$ cat src/hw/uaff_defines.svh
// register offsets, field positions and reset values of the serial port
// Operation
// RULE1 - receive flush bit empties receive FIFO, self-clears
// RULE2 - transmit flush bit empties transmit FIFO, self-clears
// RULE3 - clearing enable flushes both FIFOs
// RULE4 - flow enable bit hands RTS/CTS to hardware
// RULE5 - polarity bit picks asserted level of RTS/CTS
// RULE6 - start only with CTS asserted, finish current character
// RULE7 - deassert RTS when receive level reaches threshold
// RULE8 - reassert RTS when receive level drops below threshold
// RULE9 - receive idle event after programmed idle frame count
// RULE10 - break bit forces transmit line to zero
// RULE11 - stop bit selects one, 1.5 or two stops
// RULE12 - size field gives five to eight data bits
// RULE13 - accuracy bit: frame accuracy or fixed bit width
// RULE14 - parity level counts zero or one bits
// RULE15 - parity mode even, odd, mark, space
// RULE16 - parity enable appends parity bit after data
// RULE17 - enable bit starts rate generator and transceiver
// RULE18 - transmit level flag when count at least threshold
// RULE19 - receive level flag when count reaches threshold
// RULE20 - status shows transmit and receive FIFO counts
// RULE21 - live full and empty flags, empties reset high
// RULE22 - overrun event on push into full receive FIFO
// RULE23 - each FIFO holds 32 bytes
// RULE24 - flags clear only by writing one
// RULE25 - data port read pops, write pushes
// RULE26 - break run flags first and last break only
// RULE27 - interrupt request while enabled flag is set
`ifndef UAFF_DEFINES_SVH
`define UAFF_DEFINES_SVH

// ==========================================================
// register offsets
`define UAFF_OFS_LINE_CONTROL 8'h00
`define UAFF_OFS_FIFO_THRESHOLD 8'h04
`define UAFF_OFS_LINE_STATUS 8'h08
`define UAFF_OFS_IRQ_ENABLE 8'h0C
`define UAFF_OFS_IRQ_FLAGS 8'h10
`define UAFF_OFS_RATE_INTEGER 8'h14
`define UAFF_OFS_RATE_FRACTION 8'h18
`define UAFF_OFS_DATA_PORT 8'h1C
`define UAFF_OFS_DMA_CONFIG 8'h20
`define UAFF_OFS_TRANSMIT_PEEK 8'h24

// ==========================================================
// line control fields
`define UAFF_B_ENABLE 0
`define UAFF_B_PAR_EN 1
`define UAFF_F_PAR_MODE 3:2
`define UAFF_B_PAR_LVL 4
`define UAFF_B_TXFLUSH 5
`define UAFF_B_RXFLUSH 6
`define UAFF_B_BITACC 7
`define UAFF_F_SIZE 9:8
`define UAFF_B_STOP 10
`define UAFF_B_FLOW 11
`define UAFF_B_FLOWPOL 12
`define UAFF_B_BREAK 14
`define UAFF_F_IDLE_LIMIT 23:16

// ==========================================================
// threshold and rate fields
`define UAFF_F_RXLVL 5:0
`define UAFF_F_TXLVL 13:8
`define UAFF_F_RTSLVL 21:16
`define UAFF_F_CLKDIV 18:16
`define UAFF_F_IBAUD 11:0
`define UAFF_F_DBAUD 11:0

// ==========================================================
// writable bit masks and reset value
`define UAFF_WM_LINE_CONTROL 32'h00FF_FFFF
`define UAFF_WM_THRESHOLD 32'h003F_3F3F
`define UAFF_WM_IRQ 32'h0000_03FF
`define UAFF_WM_RATE_INTEGER 32'h0007_0FFF
`define UAFF_WM_RATE_FRACTION 32'h0000_0FFF
`define UAFF_WM_DMA 32'h003F_3F03
`define UAFF_REG_RESET 32'h0000_0000

`endif

$ cat src/hw/uaff_pkg.sv
// types shared by the serial port modules
package uaff_pkg;

  typedef enum logic [2:0] {
    TXS_IDLE, TXS_START, TXS_DATA, TXS_PAR, TXS_STOP
  } uaff_tx_state_t;

  typedef enum logic [2:0] {
    RXS_IDLE, RXS_START, RXS_DATA, RXS_PAR, RXS_STOP
  } uaff_rx_state_t;

  typedef enum logic [1:0] {
    PAR_EVEN, PAR_ODD, PAR_MARK, PAR_SPACE
  } uaff_par_mode_t;

  // flag positions in the interrupt enable and flag registers
  typedef enum logic [3:0] {
    IRQ_FRAME, IRQ_PARITY, IRQ_CTS, IRQ_OVERRUN, IRQ_RXLVL,
    IRQ_TXAE, IRQ_TXLVL, IRQ_BREAK, IRQ_IDLE, IRQ_LASTBREAK
  } uaff_irq_t;

endpackage : uaff_pkg

$ cat src/hw/uaff_uart.sv
// serial transceiver with FIFOs, RTS/CTS flow control and Wishbone regs
`timescale 1ns/1ps
`default_nettype none
`include "uaff_defines.svh"
module uaff_uart import uaff_pkg::*; #(
  parameter int FIFO_DEPTH = 32
) (
  input wire logic clk,
  input wire logic reset,
  input wire logic ce,
  input wire logic [7:0] wb_adr_i,
  input wire logic [31:0] wb_dat_i,
  output logic [31:0] wb_dat_o,
  input wire logic wb_we_i,
  input wire logic [3:0] wb_sel_i,
  input wire logic wb_stb_i,
  input wire logic wb_cyc_i,
  output logic wb_ack_o,
  input wire logic rxdPin,
  output logic txdPin,
  input wire logic ctsPin,
  output logic rtsPin,
  output logic irq
);
  localparam int CW = $clog2(FIFO_DEPTH + 1);

  typedef struct packed {
    logic [31:0] lineCtrl;
    logic [31:0] thresh;
    logic [31:0] irqEn;
    logic [31:0] irqFl;
    logic [31:0] rateInt;
    logic [31:0] rateFrac;
    logic [31:0] dmaCfg;
    logic ackQ;
    logic [31:0] rdDataQ;
    logic rxdMeta;
    logic rxdSync;
    logic ctsMeta;
    logic ctsSync;
    logic ctsPrev;
    logic txd;
    logic rts;
    uaff_tx_state_t txSt;
    logic [7:0] txShift;
    logic txPar;
    logic [1:0] txHalf;
    logic [2:0] txBit;
    uaff_rx_state_t rxSt;
    logic [7:0] rxShift;
    logic rxHalf;
    logic [2:0] rxBit;
    logic rxParQ;
    logic breakRun;
    logic [4:0] idleHalf;
    logic [7:0] idleFrames;
    logic idleEvt;
  } uaff_state_t;

  uaff_state_t q, d;

  logic [CW-1:0] txCount, rxCount;
  logic txFull, txEmpty, rxFull, rxEmpty;
  logic [7:0] txHead, rxHead;
  logic txPush, txPop, rxPush, rxPop;
  logic txFlush, rxFlush;
  logic txRestart, rxRestart;
  logic txHalfTick, rxHalfTick;
  logic [7:0] rxPushData;

  // ==========================================================
  // frame helpers
  function automatic logic [7:0] dataMask(input logic [3:0] nBits);
    dataMask = 8'hFF >> (4'd8 - nBits);
  endfunction : dataMask

  function automatic logic parityBit(input logic [7:0] data,
      input logic [3:0] nBits, input logic [1:0] mode, input logic lvl);
    logic ones;
    logic basePar;
    ones = ^(data & dataMask(nBits));
    // RULE14 zero or one count
    basePar = lvl ? ones : ones ^ nBits[0];
    // RULE15 parity mode encoding
    unique case (uaff_par_mode_t'(mode))
      PAR_EVEN: parityBit = basePar;
      PAR_ODD: parityBit = ~basePar;
      PAR_MARK: parityBit = 1'b1;
      PAR_SPACE: parityBit = 1'b0;
    endcase
  endfunction : parityBit

  // ==========================================================
  // FIFOs and bit-rate generators
  // RULE23 32-byte FIFOs
  uaff_fifo #(.WIDTH(8), .DEPTH(FIFO_DEPTH)) txFifo (
    .clk(clk),
    .reset(reset),
    .ce(ce),
    .flush(txFlush),
    .push(txPush),
    .pushData(wb_dat_i[7:0]),
    .pop(txPop),
    .popData(txHead),
    .count(txCount),
    .full(txFull),
    .empty(txEmpty)
  );

  uaff_fifo #(.WIDTH(8), .DEPTH(FIFO_DEPTH)) rxFifo (
    .clk(clk),
    .reset(reset),
    .ce(ce),
    .flush(rxFlush),
    .push(rxPush),
    .pushData(rxPushData),
    .pop(rxPop),
    .popData(rxHead),
    .count(rxCount),
    .full(rxFull),
    .empty(rxEmpty)
  );

  // RULE17 rate generator runs only while enabled
  uaff_baud txBaud (
    .clk(clk),
    .reset(reset),
    .ce(ce),
    .run(q.lineCtrl[`UAFF_B_ENABLE]),
    .restart(txRestart),
    .frameAcc(~q.lineCtrl[`UAFF_B_BITACC]),
    .clkdiv(q.rateInt[`UAFF_F_CLKDIV]),
    .ibaud(q.rateInt[`UAFF_F_IBAUD]),
    .dbaud(q.rateFrac[`UAFF_F_DBAUD]),
    .halfTick(txHalfTick)
  );

  // RULE13 accuracy select
  uaff_baud rxBaud (
    .clk(clk),
    .reset(reset),
    .ce(ce),
    .run(q.lineCtrl[`UAFF_B_ENABLE]),
    .restart(rxRestart),
    .frameAcc(~q.lineCtrl[`UAFF_B_BITACC]),
    .clkdiv(q.rateInt[`UAFF_F_CLKDIV]),
    .ibaud(q.rateInt[`UAFF_F_IBAUD]),
    .dbaud(q.rateFrac[`UAFF_F_DBAUD]),
    .halfTick(rxHalfTick)
  );

  assign wb_ack_o = q.ackQ;
  assign wb_dat_o = q.rdDataQ;
  assign txdPin = q.txd;
  assign rtsPin = q.rts;
  // RULE27 interrupt request
  assign irq = |(q.irqFl[9:0] & q.irqEn[9:0]);

  // ==========================================================
  // next-state logic
  logic en, brk, flow, pol, parEn, ctsOk, reqNew, txLine;
  logic [3:0] nBits;
  logic [1:0] stopHalves;
  logic [4:0] frameHalves;
  logic [9:0] evt;
  logic [31:0] byteMask, wdMask, status;
  logic [7:0] rxData;

  always_comb begin
    d = q;
    txPush = 1'b0;
    txPop = 1'b0;
    rxPush = 1'b0;
    rxPop = 1'b0;
    txRestart = 1'b0;
    rxRestart = 1'b0;
    evt = '0;
    en = q.lineCtrl[`UAFF_B_ENABLE];
    brk = q.lineCtrl[`UAFF_B_BREAK];
    flow = q.lineCtrl[`UAFF_B_FLOW];
    pol = q.lineCtrl[`UAFF_B_FLOWPOL];
    parEn = q.lineCtrl[`UAFF_B_PAR_EN];
    // RULE12 character size
    nBits = 4'd5 + {2'b00, q.lineCtrl[`UAFF_F_SIZE]};
    // RULE11 stop length in half bits, less one
    stopHalves = !q.lineCtrl[`UAFF_B_STOP] ? 2'd1
      : (nBits == 4'd5 ? 2'd2 : 2'd3);
    frameHalves = 5'd2 + {nBits, 1'b0} + {3'b000, parEn, 1'b0}
      + 5'(stopHalves) + 5'd1;
    rxData = (q.rxShift >> (4'd8 - nBits));
    rxPushData = rxData;

    // pins pass two flops before any logic reads them
    d.rxdMeta = rxdPin;
    d.rxdSync = q.rxdMeta;
    d.ctsMeta = ctsPin;
    d.ctsSync = q.ctsMeta;
    d.ctsPrev = q.ctsSync;

    // RULE1 receive flush
    // RULE3 disable flushes both
    rxFlush = q.lineCtrl[`UAFF_B_RXFLUSH] | ~en;
    // RULE2 transmit flush
    txFlush = q.lineCtrl[`UAFF_B_TXFLUSH] | ~en;
    d.lineCtrl[`UAFF_B_RXFLUSH] = 1'b0;
    d.lineCtrl[`UAFF_B_TXFLUSH] = 1'b0;

    // RULE4 hardware flow control
    // RULE5 asserted level from polarity bit
    ctsOk = ~flow | (q.ctsSync == pol);
    if (flow && (q.ctsSync != q.ctsPrev)) begin
      evt[IRQ_CTS] = 1'b1;
    end
    // RULE7 stop remote at threshold
    // RULE8 reassert below threshold
    d.rts = (flow && (6'(rxCount) < q.thresh[`UAFF_F_RTSLVL])) ? pol : ~pol;

    // ========================================================
    // transmitter
    unique case (q.txSt)
      TXS_IDLE: begin
        // RULE6 start only while CTS asserted
        if (en && !brk && !txEmpty && ctsOk) begin
          txPop = 1'b1;
          txRestart = 1'b1;
          d.txShift = txHead;
          d.txPar = parityBit(txHead, nBits,
            q.lineCtrl[`UAFF_F_PAR_MODE], q.lineCtrl[`UAFF_B_PAR_LVL]);
          d.txHalf = '0;
          d.txSt = TXS_START;
        end
      end
      TXS_START: begin
        if (txHalfTick) begin
          d.txHalf = q.txHalf + 2'd1;
          if (q.txHalf[0]) begin
            d.txHalf = '0;
            d.txBit = '0;
            d.txSt = TXS_DATA;
          end
        end
      end
      TXS_DATA: begin
        if (txHalfTick) begin
          d.txHalf = q.txHalf + 2'd1;
          if (q.txHalf[0]) begin
            d.txHalf = '0;
            d.txShift = q.txShift >> 1;
            d.txBit = q.txBit + 3'd1;
            if ({1'b0, q.txBit} == nBits - 4'd1) begin
              // RULE16 optional parity bit
              d.txSt = parEn ? TXS_PAR : TXS_STOP;
            end
          end
        end
      end
      TXS_PAR: begin
        if (txHalfTick) begin
          d.txHalf = q.txHalf + 2'd1;
          if (q.txHalf[0]) begin
            d.txHalf = '0;
            d.txSt = TXS_STOP;
          end
        end
      end
      TXS_STOP: begin
        // RULE11 stop length
        if (txHalfTick) begin
          d.txHalf = q.txHalf + 2'd1;
          if (q.txHalf == stopHalves) begin
            d.txSt = TXS_IDLE;
          end
        end
      end
    endcase
    if (!en) begin
      d.txSt = TXS_IDLE;
    end
    unique case (d.txSt)
      TXS_IDLE: txLine = 1'b1;
      TXS_START: txLine = 1'b0;
      TXS_DATA: txLine = d.txShift[0];
      TXS_PAR: txLine = d.txPar;
      TXS_STOP: txLine = 1'b1;
    endcase
    // RULE10 break holds the line low
    d.txd = (en && brk) ? 1'b0 : txLine;

    // ========================================================
    // receiver, sampling at mid bit
    if (rxHalfTick && q.rxSt != RXS_IDLE) begin
      d.rxHalf = ~q.rxHalf;
    end
    unique case (q.rxSt)
      RXS_IDLE: begin
        if (q.rxdSync && q.breakRun) begin
          // RULE26 line back high ends the break run
          evt[IRQ_LASTBREAK] = 1'b1;
          d.breakRun = 1'b0;
        end
        if (en && !q.rxdSync) begin
          rxRestart = 1'b1;
          d.rxHalf = 1'b0;
          d.rxShift = '0;
          d.rxParQ = 1'b0;
          d.rxSt = RXS_START;
        end
      end
      RXS_START: begin
        if (rxHalfTick && !q.rxHalf) begin
          d.rxBit = '0;
          d.rxSt = q.rxdSync ? RXS_IDLE : RXS_DATA;
        end
      end
      RXS_DATA: begin
        if (rxHalfTick && !q.rxHalf) begin
          d.rxShift = {q.rxdSync, q.rxShift[7:1]};
          d.rxBit = q.rxBit + 3'd1;
          if ({1'b0, q.rxBit} == nBits - 4'd1) begin
            d.rxSt = parEn ? RXS_PAR : RXS_STOP;
          end
        end
      end
      RXS_PAR: begin
        if (rxHalfTick && !q.rxHalf) begin
          d.rxParQ = q.rxdSync;
          d.rxSt = RXS_STOP;
        end
      end
      RXS_STOP: begin
        if (rxHalfTick && !q.rxHalf) begin
          d.rxSt = RXS_IDLE;
          if (!q.rxdSync && q.rxShift == '0 && !q.rxParQ) begin
            // RULE26 only the first break raises a flag
            if (!q.breakRun) begin
              evt[IRQ_BREAK] = 1'b1;
            end
            d.breakRun = 1'b1;
          end else begin
            rxPush = 1'b1;
            // RULE22 overrun on push into full FIFO
            evt[IRQ_OVERRUN] = rxFull;
            evt[IRQ_FRAME] = ~q.rxdSync;
            evt[IRQ_PARITY] = parEn && (q.rxParQ != parityBit(rxData,
              nBits, q.lineCtrl[`UAFF_F_PAR_MODE],
              q.lineCtrl[`UAFF_B_PAR_LVL]));
            if (q.breakRun) begin
              evt[IRQ_LASTBREAK] = 1'b1;
              d.breakRun = 1'b0;
            end
          end
        end
      end
    endcase
    if (!en) begin
      d.rxSt = RXS_IDLE;
    end

    // ========================================================
    // RULE9 idle frame limit while data waits
    if (rxEmpty || rxPush) begin
      d.idleHalf = '0;
      d.idleFrames = '0;
      d.idleEvt = 1'b0;
    end else if (rxHalfTick && !q.idleEvt &&
        q.lineCtrl[`UAFF_F_IDLE_LIMIT] != 8'h00) begin
      d.idleHalf = q.idleHalf + 5'd1;
      if (q.idleHalf == frameHalves - 5'd1) begin
        d.idleHalf = '0;
        d.idleFrames = q.idleFrames + 8'd1;
        if (q.idleFrames + 8'd1 == q.lineCtrl[`UAFF_F_IDLE_LIMIT]) begin
          d.idleEvt = 1'b1;
          evt[IRQ_IDLE] = 1'b1;
        end
      end
    end

    // RULE18 transmit level flag
    evt[IRQ_TXLVL] = 6'(txCount) >= q.thresh[`UAFF_F_TXLVL];
    // RULE19 receive level flag
    evt[IRQ_RXLVL] = 6'(rxCount) >= q.thresh[`UAFF_F_RXLVL];
    evt[IRQ_TXAE] = (txCount == CW'(1));

    // ========================================================
    // Wishbone slave, one wait state
    reqNew = wb_cyc_i & wb_stb_i & ~q.ackQ;
    d.ackQ = reqNew;
    byteMask = {{8{wb_sel_i[3]}}, {8{wb_sel_i[2]}},
      {8{wb_sel_i[1]}}, {8{wb_sel_i[0]}}};
    wdMask = '0;
    // RULE20 occupancy counts
    // RULE21 live full and empty flags
    status = {7'h00, q.idleEvt, 2'b00, 6'(txCount), 2'b00, 6'(rxCount),
      txFull, txEmpty, rxFull, rxEmpty, q.breakRun, q.rxParQ,
      q.rxSt != RXS_IDLE, q.txSt != TXS_IDLE};
    // RULE24 set wins over write-one clear
    d.irqFl = q.irqFl;
    if (reqNew && wb_we_i) begin
      unique case ({wb_adr_i[7:2], 2'b00})
        `UAFF_OFS_LINE_CONTROL: wdMask = `UAFF_WM_LINE_CONTROL;
        `UAFF_OFS_FIFO_THRESHOLD: wdMask = `UAFF_WM_THRESHOLD;
        `UAFF_OFS_IRQ_ENABLE: wdMask = `UAFF_WM_IRQ;
        `UAFF_OFS_IRQ_FLAGS: begin
          d.irqFl = q.irqFl & ~(wb_dat_i & byteMask & `UAFF_WM_IRQ);
        end
        `UAFF_OFS_RATE_INTEGER: wdMask = `UAFF_WM_RATE_INTEGER;
        `UAFF_OFS_RATE_FRACTION: wdMask = `UAFF_WM_RATE_FRACTION;
        // RULE25 write pushes transmit FIFO
        `UAFF_OFS_DATA_PORT: txPush = wb_sel_i[0] & ~txFull;
        `UAFF_OFS_DMA_CONFIG: wdMask = `UAFF_WM_DMA;
        default: wdMask = '0;
      endcase
      wdMask = wdMask & byteMask;
      unique case ({wb_adr_i[7:2], 2'b00})
        `UAFF_OFS_LINE_CONTROL: d.lineCtrl = (d.lineCtrl & ~wdMask)
          | (wb_dat_i & wdMask);
        `UAFF_OFS_FIFO_THRESHOLD: d.thresh = (q.thresh & ~wdMask)
          | (wb_dat_i & wdMask);
        `UAFF_OFS_IRQ_ENABLE: d.irqEn = (q.irqEn & ~wdMask)
          | (wb_dat_i & wdMask);
        `UAFF_OFS_RATE_INTEGER: d.rateInt = (q.rateInt & ~wdMask)
          | (wb_dat_i & wdMask);
        `UAFF_OFS_RATE_FRACTION: d.rateFrac = (q.rateFrac & ~wdMask)
          | (wb_dat_i & wdMask);
        `UAFF_OFS_DMA_CONFIG: d.dmaCfg = (q.dmaCfg & ~wdMask)
          | (wb_dat_i & wdMask);
        default: ;
      endcase
    end
    d.irqFl[9:0] = d.irqFl[9:0] | evt;
    if (reqNew && !wb_we_i) begin
      unique case ({wb_adr_i[7:2], 2'b00})
        `UAFF_OFS_LINE_CONTROL: d.rdDataQ = q.lineCtrl;
        `UAFF_OFS_FIFO_THRESHOLD: d.rdDataQ = q.thresh;
        `UAFF_OFS_LINE_STATUS: d.rdDataQ = status;
        `UAFF_OFS_IRQ_ENABLE: d.rdDataQ = q.irqEn;
        `UAFF_OFS_IRQ_FLAGS: d.rdDataQ = q.irqFl;
        `UAFF_OFS_RATE_INTEGER: d.rdDataQ = q.rateInt;
        `UAFF_OFS_RATE_FRACTION: d.rdDataQ = q.rateFrac;
        `UAFF_OFS_DATA_PORT: begin
          // RULE25 read pops receive FIFO
          rxPop = ~rxEmpty;
          d.rdDataQ = {24'h00_0000, rxEmpty ? 8'h00 : rxHead};
        end
        `UAFF_OFS_DMA_CONFIG: d.rdDataQ = q.dmaCfg;
        `UAFF_OFS_TRANSMIT_PEEK: begin
          d.rdDataQ = {24'h00_0000, txEmpty ? 8'h00 : txHead};
        end
        default: d.rdDataQ = '0;
      endcase
    end
  end

  // ==========================================================
  // state register
  always_ff @(posedge clk) begin
    if (reset) begin
      q <= '0;
      q.lineCtrl <= `UAFF_REG_RESET;
      q.rxdMeta <= 1'b1;
      q.rxdSync <= 1'b1;
      q.txd <= 1'b1;
      q.rts <= 1'b1;
    end else if (ce) begin
      q <= d;
    end
  end

endmodule : uaff_uart
`default_nettype wire

$ cat src/hw/uaff_fifo.sv
// byte FIFO with flush, occupancy count and full/empty flags
`timescale 1ns/1ps
`default_nettype none
module uaff_fifo #(
  parameter int WIDTH = 8,
  parameter int DEPTH = 32
) (
  input wire logic clk,
  input wire logic reset,
  input wire logic ce,
  input wire logic flush,
  input wire logic push,
  input wire logic [WIDTH-1:0] pushData,
  input wire logic pop,
  output logic [WIDTH-1:0] popData,
  output logic [$clog2(DEPTH+1)-1:0] count,
  output logic full,
  output logic empty
);
  localparam int PW = $clog2(DEPTH);
  localparam int CW = $clog2(DEPTH + 1);

  typedef struct packed {
    logic [PW-1:0] wrPtr;
    logic [PW-1:0] rdPtr;
    logic [CW-1:0] cnt;
  } uaff_fifo_state_t;

  uaff_fifo_state_t q, d;
  logic [WIDTH-1:0] mem [DEPTH];
  logic doPush;
  logic doPop;

  assign full = (q.cnt == CW'(DEPTH));
  assign empty = (q.cnt == '0);
  assign count = q.cnt;
  assign popData = mem[q.rdPtr];

  always_comb begin
    d = q;
    doPush = push & ~full & ~flush;
    doPop = pop & ~empty & ~flush;
    if (doPush) begin
      d.wrPtr = (q.wrPtr == PW'(DEPTH - 1)) ? '0 : q.wrPtr + 1'b1;
    end
    if (doPop) begin
      d.rdPtr = (q.rdPtr == PW'(DEPTH - 1)) ? '0 : q.rdPtr + 1'b1;
    end
    d.cnt = q.cnt + CW'(doPush) - CW'(doPop);
    // a flush wins over a push or pop in the same cycle
    if (flush) begin
      d = '0;
    end
  end

  always_ff @(posedge clk) begin
    if (reset) begin
      q <= '0;
    end else if (ce) begin
      q <= d;
    end
  end

  always_ff @(posedge clk) begin
    if (ce && doPush) begin
      mem[q.wrPtr] <= pushData;
    end
  end

endmodule : uaff_fifo
`default_nettype wire

$ cat src/hw/uaff_baud.sv
// half-bit tick generator with integer and fractional divisor
`timescale 1ns/1ps
`default_nettype none
module uaff_baud (
  input wire logic clk,
  input wire logic reset,
  input wire logic ce,
  input wire logic run,
  input wire logic restart,
  input wire logic frameAcc,
  input wire logic [2:0] clkdiv,
  input wire logic [11:0] ibaud,
  input wire logic [11:0] dbaud,
  output logic halfTick
);
  typedef struct packed {
    logic [20:0] cnt;
    logic phase;
    logic [6:0] acc;
    logic tick;
  } uaff_baud_state_t;

  uaff_baud_state_t q, d;
  logic [20:0] divider;
  logic [20:0] fracProd;
  logic [7:0] accSum;
  logic [20:0] period;
  logic [20:0] target;

  assign halfTick = q.tick;

  always_comb begin
    d = q;
    d.tick = 1'b0;
    divider = 21'h0_0080 >> clkdiv;
    fracProd = 21'(dbaud) * divider;
    accSum = {1'b0, q.acc} + {1'b0, fracProd[6:0]};
    // frame accuracy lets the carry stretch single bits; bit accuracy
    // keeps every bit the same width and drops the carry
    period = 21'(ibaud) * divider + (fracProd >> 7)
      + 21'(frameAcc & accSum[7]);
    if (period < 21'h0_0002) begin
      period = 21'h0_0002;
    end
    target = q.phase ? period - (period >> 1) : period >> 1;
    if (!run || restart) begin
      d.cnt = '0;
      d.phase = 1'b0;
      if (!run) begin
        d.acc = '0;
      end
    end else if (q.cnt == target - 21'h0_0001) begin
      d.cnt = '0;
      d.tick = 1'b1;
      d.phase = ~q.phase;
      if (q.phase && frameAcc) begin
        d.acc = accSum[6:0];
      end
    end else begin
      d.cnt = q.cnt + 21'h0_0001;
    end
  end

  always_ff @(posedge clk) begin
    if (reset) begin
      q <= '0;
    end else if (ce) begin
      q <= d;
    end
  end

endmodule : uaff_baud
`default_nettype wire

$ cat config.mk
export PLATFORM = sky130hd
export DESIGN_NAME = uaff_uart
export DESIGN_NICKNAME = d
export VERILOG_FILES = /design/src/hw/uaff_pkg.sv /design/src/hw/uaff_uart.sv /design/src/hw/uaff_fifo.sv /design/src/hw/uaff_baud.sv
export VERILOG_INCLUDE_DIRS = /design/src /design/src/hw
export SDC_FILE = /design/constraint.sdc
export NUM_CORES = 2
export LEC_CHECK = 0
export BUFFER_PORTS_ARGS = -buffer_cell sky130_fd_sc_hd__clkbuf_2
export CAP_MARGIN = 40
export CELL_PAD_IN_SITES_DETAIL_PLACEMENT = 1
export CELL_PAD_IN_SITES_GLOBAL_PLACEMENT = 2
export CORE_AREA = 5 5 342 344
export CTS_CLUSTER_DIAMETER = 60
export DETAILED_ROUTE_END_ITERATION = 10
export DIE_AREA = 0 0 347 349
export GPL_ROUTABILITY_DRIVEN = 0
export PLACE_DENSITY_LB_ADDON = 0.1
export SYNTH_ARGS = -nofsm -noshare
export SYNTH_HDL_FRONTEND = slang
export SYNTH_SLANG_ARGS = --single-unit
$ cat constraint.sdc
create_clock -name clk -period 23.3 [get_ports clk]
set_input_delay 3.495 -clock clk [delete_from_list [all_inputs] [get_ports clk]]
set_output_delay 3.495 -clock clk [all_outputs]
set_load 0.01 [all_outputs]
==> reports/results.ini <==
[min_path]
hold_depth = 1
hold_path_class = flip-flop to flip-flop

[clock_tree]
cts_buffers = 98
cts.reportedPaths.clkPinSlew_ns = 0.06
h-tree-depth = 3
clock_sinks = 849
cts-hold-fix-buffers = 0
clock_latency_ns = 0.70
cts_resized = 0
cts_tree = yes
root_buffer = clkbuf_16
clockBufferDepth = 3
cts_setup_buffers = 0

[timing]
relSlewSlack_pct = 34.5
setup_viol = 0
setup_ws_ns = 5.71
finalHoldViolations = 0
slew_viol_final = 0
fmax_mhz = 56.9
finClkSkew_ns = 0.0846
worstMarginPinSlew_ns = 0.980
rsz0062_at_grt = no
setup_tns_ns = 0
finalCritPeriodShare_pct = 75.5
min_period_ns = 17.59

[yosys]
synth_cell_types = 114
synth_area_per_cell_um2 = 10.8
synth-main-ff-cell = edfxtp_1
synth_compound_area_share_pct = 9.73
syn_inst = 4670
synth_top_family_by_area = simple AND/OR/NAND/NOR gates
async_flop_share_pct = 0
synth-edff-count = 512
muxShareOfSynthArea_pct = 11.0
synthSimpleGateAreaFrac_pct = 14.7
ys_warn_count = 0
syn-cell-area_mm2 = 0.0505
synth_seq_cells = 849
synthXorXnorAreaFrac_pct = 4.29
synth_adder_area_share_pct = 11.6
yosysSeqAreaShare_pct = 43.8

[finish]
utilization_pct = 49.1
n_antenna_cell = 0
register_area_mm2 = 0.0221
nFillCells = 12100
layout.cells.non_filler = 6250
syn2layout_area_growth_pct = 10.3
multiInputGateArea_mm2 = 0.0260
layout-drive-gt1-share_pct = 11.3
fin_nets = 5089

[floorplan]
core_area_mm2 = 0.114
fp.dieW_um = 347
fp.dieArea_mm2 = 0.121
rows = 124
die_y_um = 349
initial_core_util_pct = 44.5
ios = 88

[detailed_routing]
drc = 0
drtIter0Drc = 2088
wirelength_um = 148000
via_count = 35900
dr.pass1.iters = 5
wl_per_cell_um = 23.7
vias_per_cell = 5.74
antenna_left = 0

[grt]
antenna_found_initial = 1
grt_pass1_vias = 37600
grt.overflow.total = 0
gr-usage-all-layers_pct = 24.2
grt_pass1_wl_um = 230000
grt_start_max_net_pins = 166

[critical_path]
cp_data_arrival_time_ns = 18.11
r2r-end = rxBaud.q[1]
start_kind = flip-flop
critPathCaptureType = flip-flop
crit_path_max_incr_delay_ns = 0.96
slowest_stage = a2111oi_2
rrSetupSlack_ns = 5.71
worstPathRequired_ns = 23.82
worst-path-max-fanout = 24
reg2regPathDepth = 61
crit_top_cell = fa_1
setup.worst_path.class = flip-flop to flip-flop

[placement]
preCtsSetupSlack_ns = 5.65
io_buffers = 69
placed_cells = 6063
dp_hpwl_um = 108000

[run]
maxCapViolCount = 0

[power_and_ir_drop]
p_int_uw = 2550
seq_power_share_pct = 48.6
p_leak_uw = 0.0217
p_comb_share_pct = 2.0
switching_share_pct = 21.9
switchingPower_uw = 714
p_per_area_mw_per_mm2 = 58.6
pwr-share-clk_pct = 49.4
peakVddDrop_uv = 82.4

[outcome]
status = complete, no violations

-- Yosys cell counts, drive strengths merged, types with 41 or more instances --
library cell  count  area share, %
o21ai           138            1.4
xnor2           157            2.8
nor2            478            3.6
nand3           131            1.3
clkbuf          154            1.2
nor2b           100            1.3
nor3             88           0.92
inv             336            2.5
buf             107            1.3
mux2i           158            3.1
ha              245            6.1
or3              41           0.51
a21o             41           0.61
fa              139            5.5
dfxtp           337             13
mux4            170            7.6
and3             50           0.62
a21oi           220            2.2
edfxtp          512             30
xor2             86            1.5
nand4            50           0.62
nand2           351            2.6
and2            100            1.2
-- metrics by stage --
stage	power, uW	hold slack, ns	cell area [um2]
3_3_place_gp	1680	0.448	52000
4_1_cts	3290	0.469	55700
3_5_place_dp	1680	0.455	52300
5_1_grt	3370	0.476	55700
2_1_floorplan	1650	0.433	50500
6_report	3260	0.468	55700
-- cell usage in the layout, fill, tap and decap left out, types with 83 or more instances in the layout --
| cell | count |
|---|---|
| nor2b_1 | 99 |
| and2_1 | 100 |
| nand2_1 | 350 |
| clkbuf_16 | 98 |
| dfxtp_1 | 333 |
| o21ai_0 | 130 |
| fa_1 | 139 |
| mux2i_1 | 158 |
| nor3_1 | 83 |
| xor2_1 | 86 |
| mux4_2 | 170 |
| a21oi_1 | 218 |
| inv_1 | 336 |
| xnor2_1 | 155 |
| nor2_1 | 476 |
| nand3_1 | 130 |
| edfxtp_1 | 512 |
| ha_1 | 245 |
-- per-layer routing --
layer,global-route usage (%),routed length (um),part of all wire (%)
met5,0,13,0.0088
met4,5.17,2990,2.0
met3,2.33,4530,3.1
met2,40.9,71300,48
met1,34.1,69600,47
-- layout make-up --
| cell class | instances | share of cell area [%] |
|---|---|---|
| Clock inverter | 57 | 1.38 |
| Clock buffer | 128 | 4.76 |
| Multi-Input combinational cell | 3227 | 46.6 |
| Inverter | 339 | 2.28 |
| Tap cell | 1512 | 3.40 |
| Timing Repair Buffer | 138 | 1.87 |
| Sequential cell | 849 | 39.7 |
-- critical path: cells and delay by family, from the launching register on --
kind	cells	cell delay (ns)
AO/OA/AOI/OAI	19	5.79
adder cells (fa/ha/maj)	12	5.11
AND/OR/NAND/NOR	17	3.87
buffers and inverters	9	1.12
XOR/XNOR	4	0.92
flip-flops	1	0.57
-- cell families after synthesis --
kind of cell | after synthesis
AO/OA/AOI/OAI | 724
XOR/XNOR | 244
adder cells (fa/ha/maj) | 384
buffers and inverters | 600
flip-flops | 849
multiplexers | 340
other | 1
AND/OR/NAND/NOR | 1528
-- power groups by stage --
stage	clock (uW)	combinational (uW)	sequential, uW
after floorplan	0	32.8	1620
after global placement	0	62.2	1620
after detailed placement	0	66.1	1620
after CTS	1640	66.3	1590
after global routing	1720	71.1	1580
final	1610	66.7	1590
-- worst max-delay path by stage --
stage                         to  depth (start not counted)  slack (ns)      start
global route         rxBaud.q[3]                         62        4.56  flip-flop
detailed placement   rxBaud.q[1]                         61        5.65  flip-flop
finish               rxBaud.q[1]                         61        5.71  flip-flop
floorplan            rxBaud.q[1]                         59        8.34  flip-flop
global placement    rxBaud.q[20]                         61        5.72  flip-flop
CTS                  rxBaud.q[1]                         61        5.57  flip-flop
No activity file was read; power rests on OpenSTA's default activity.
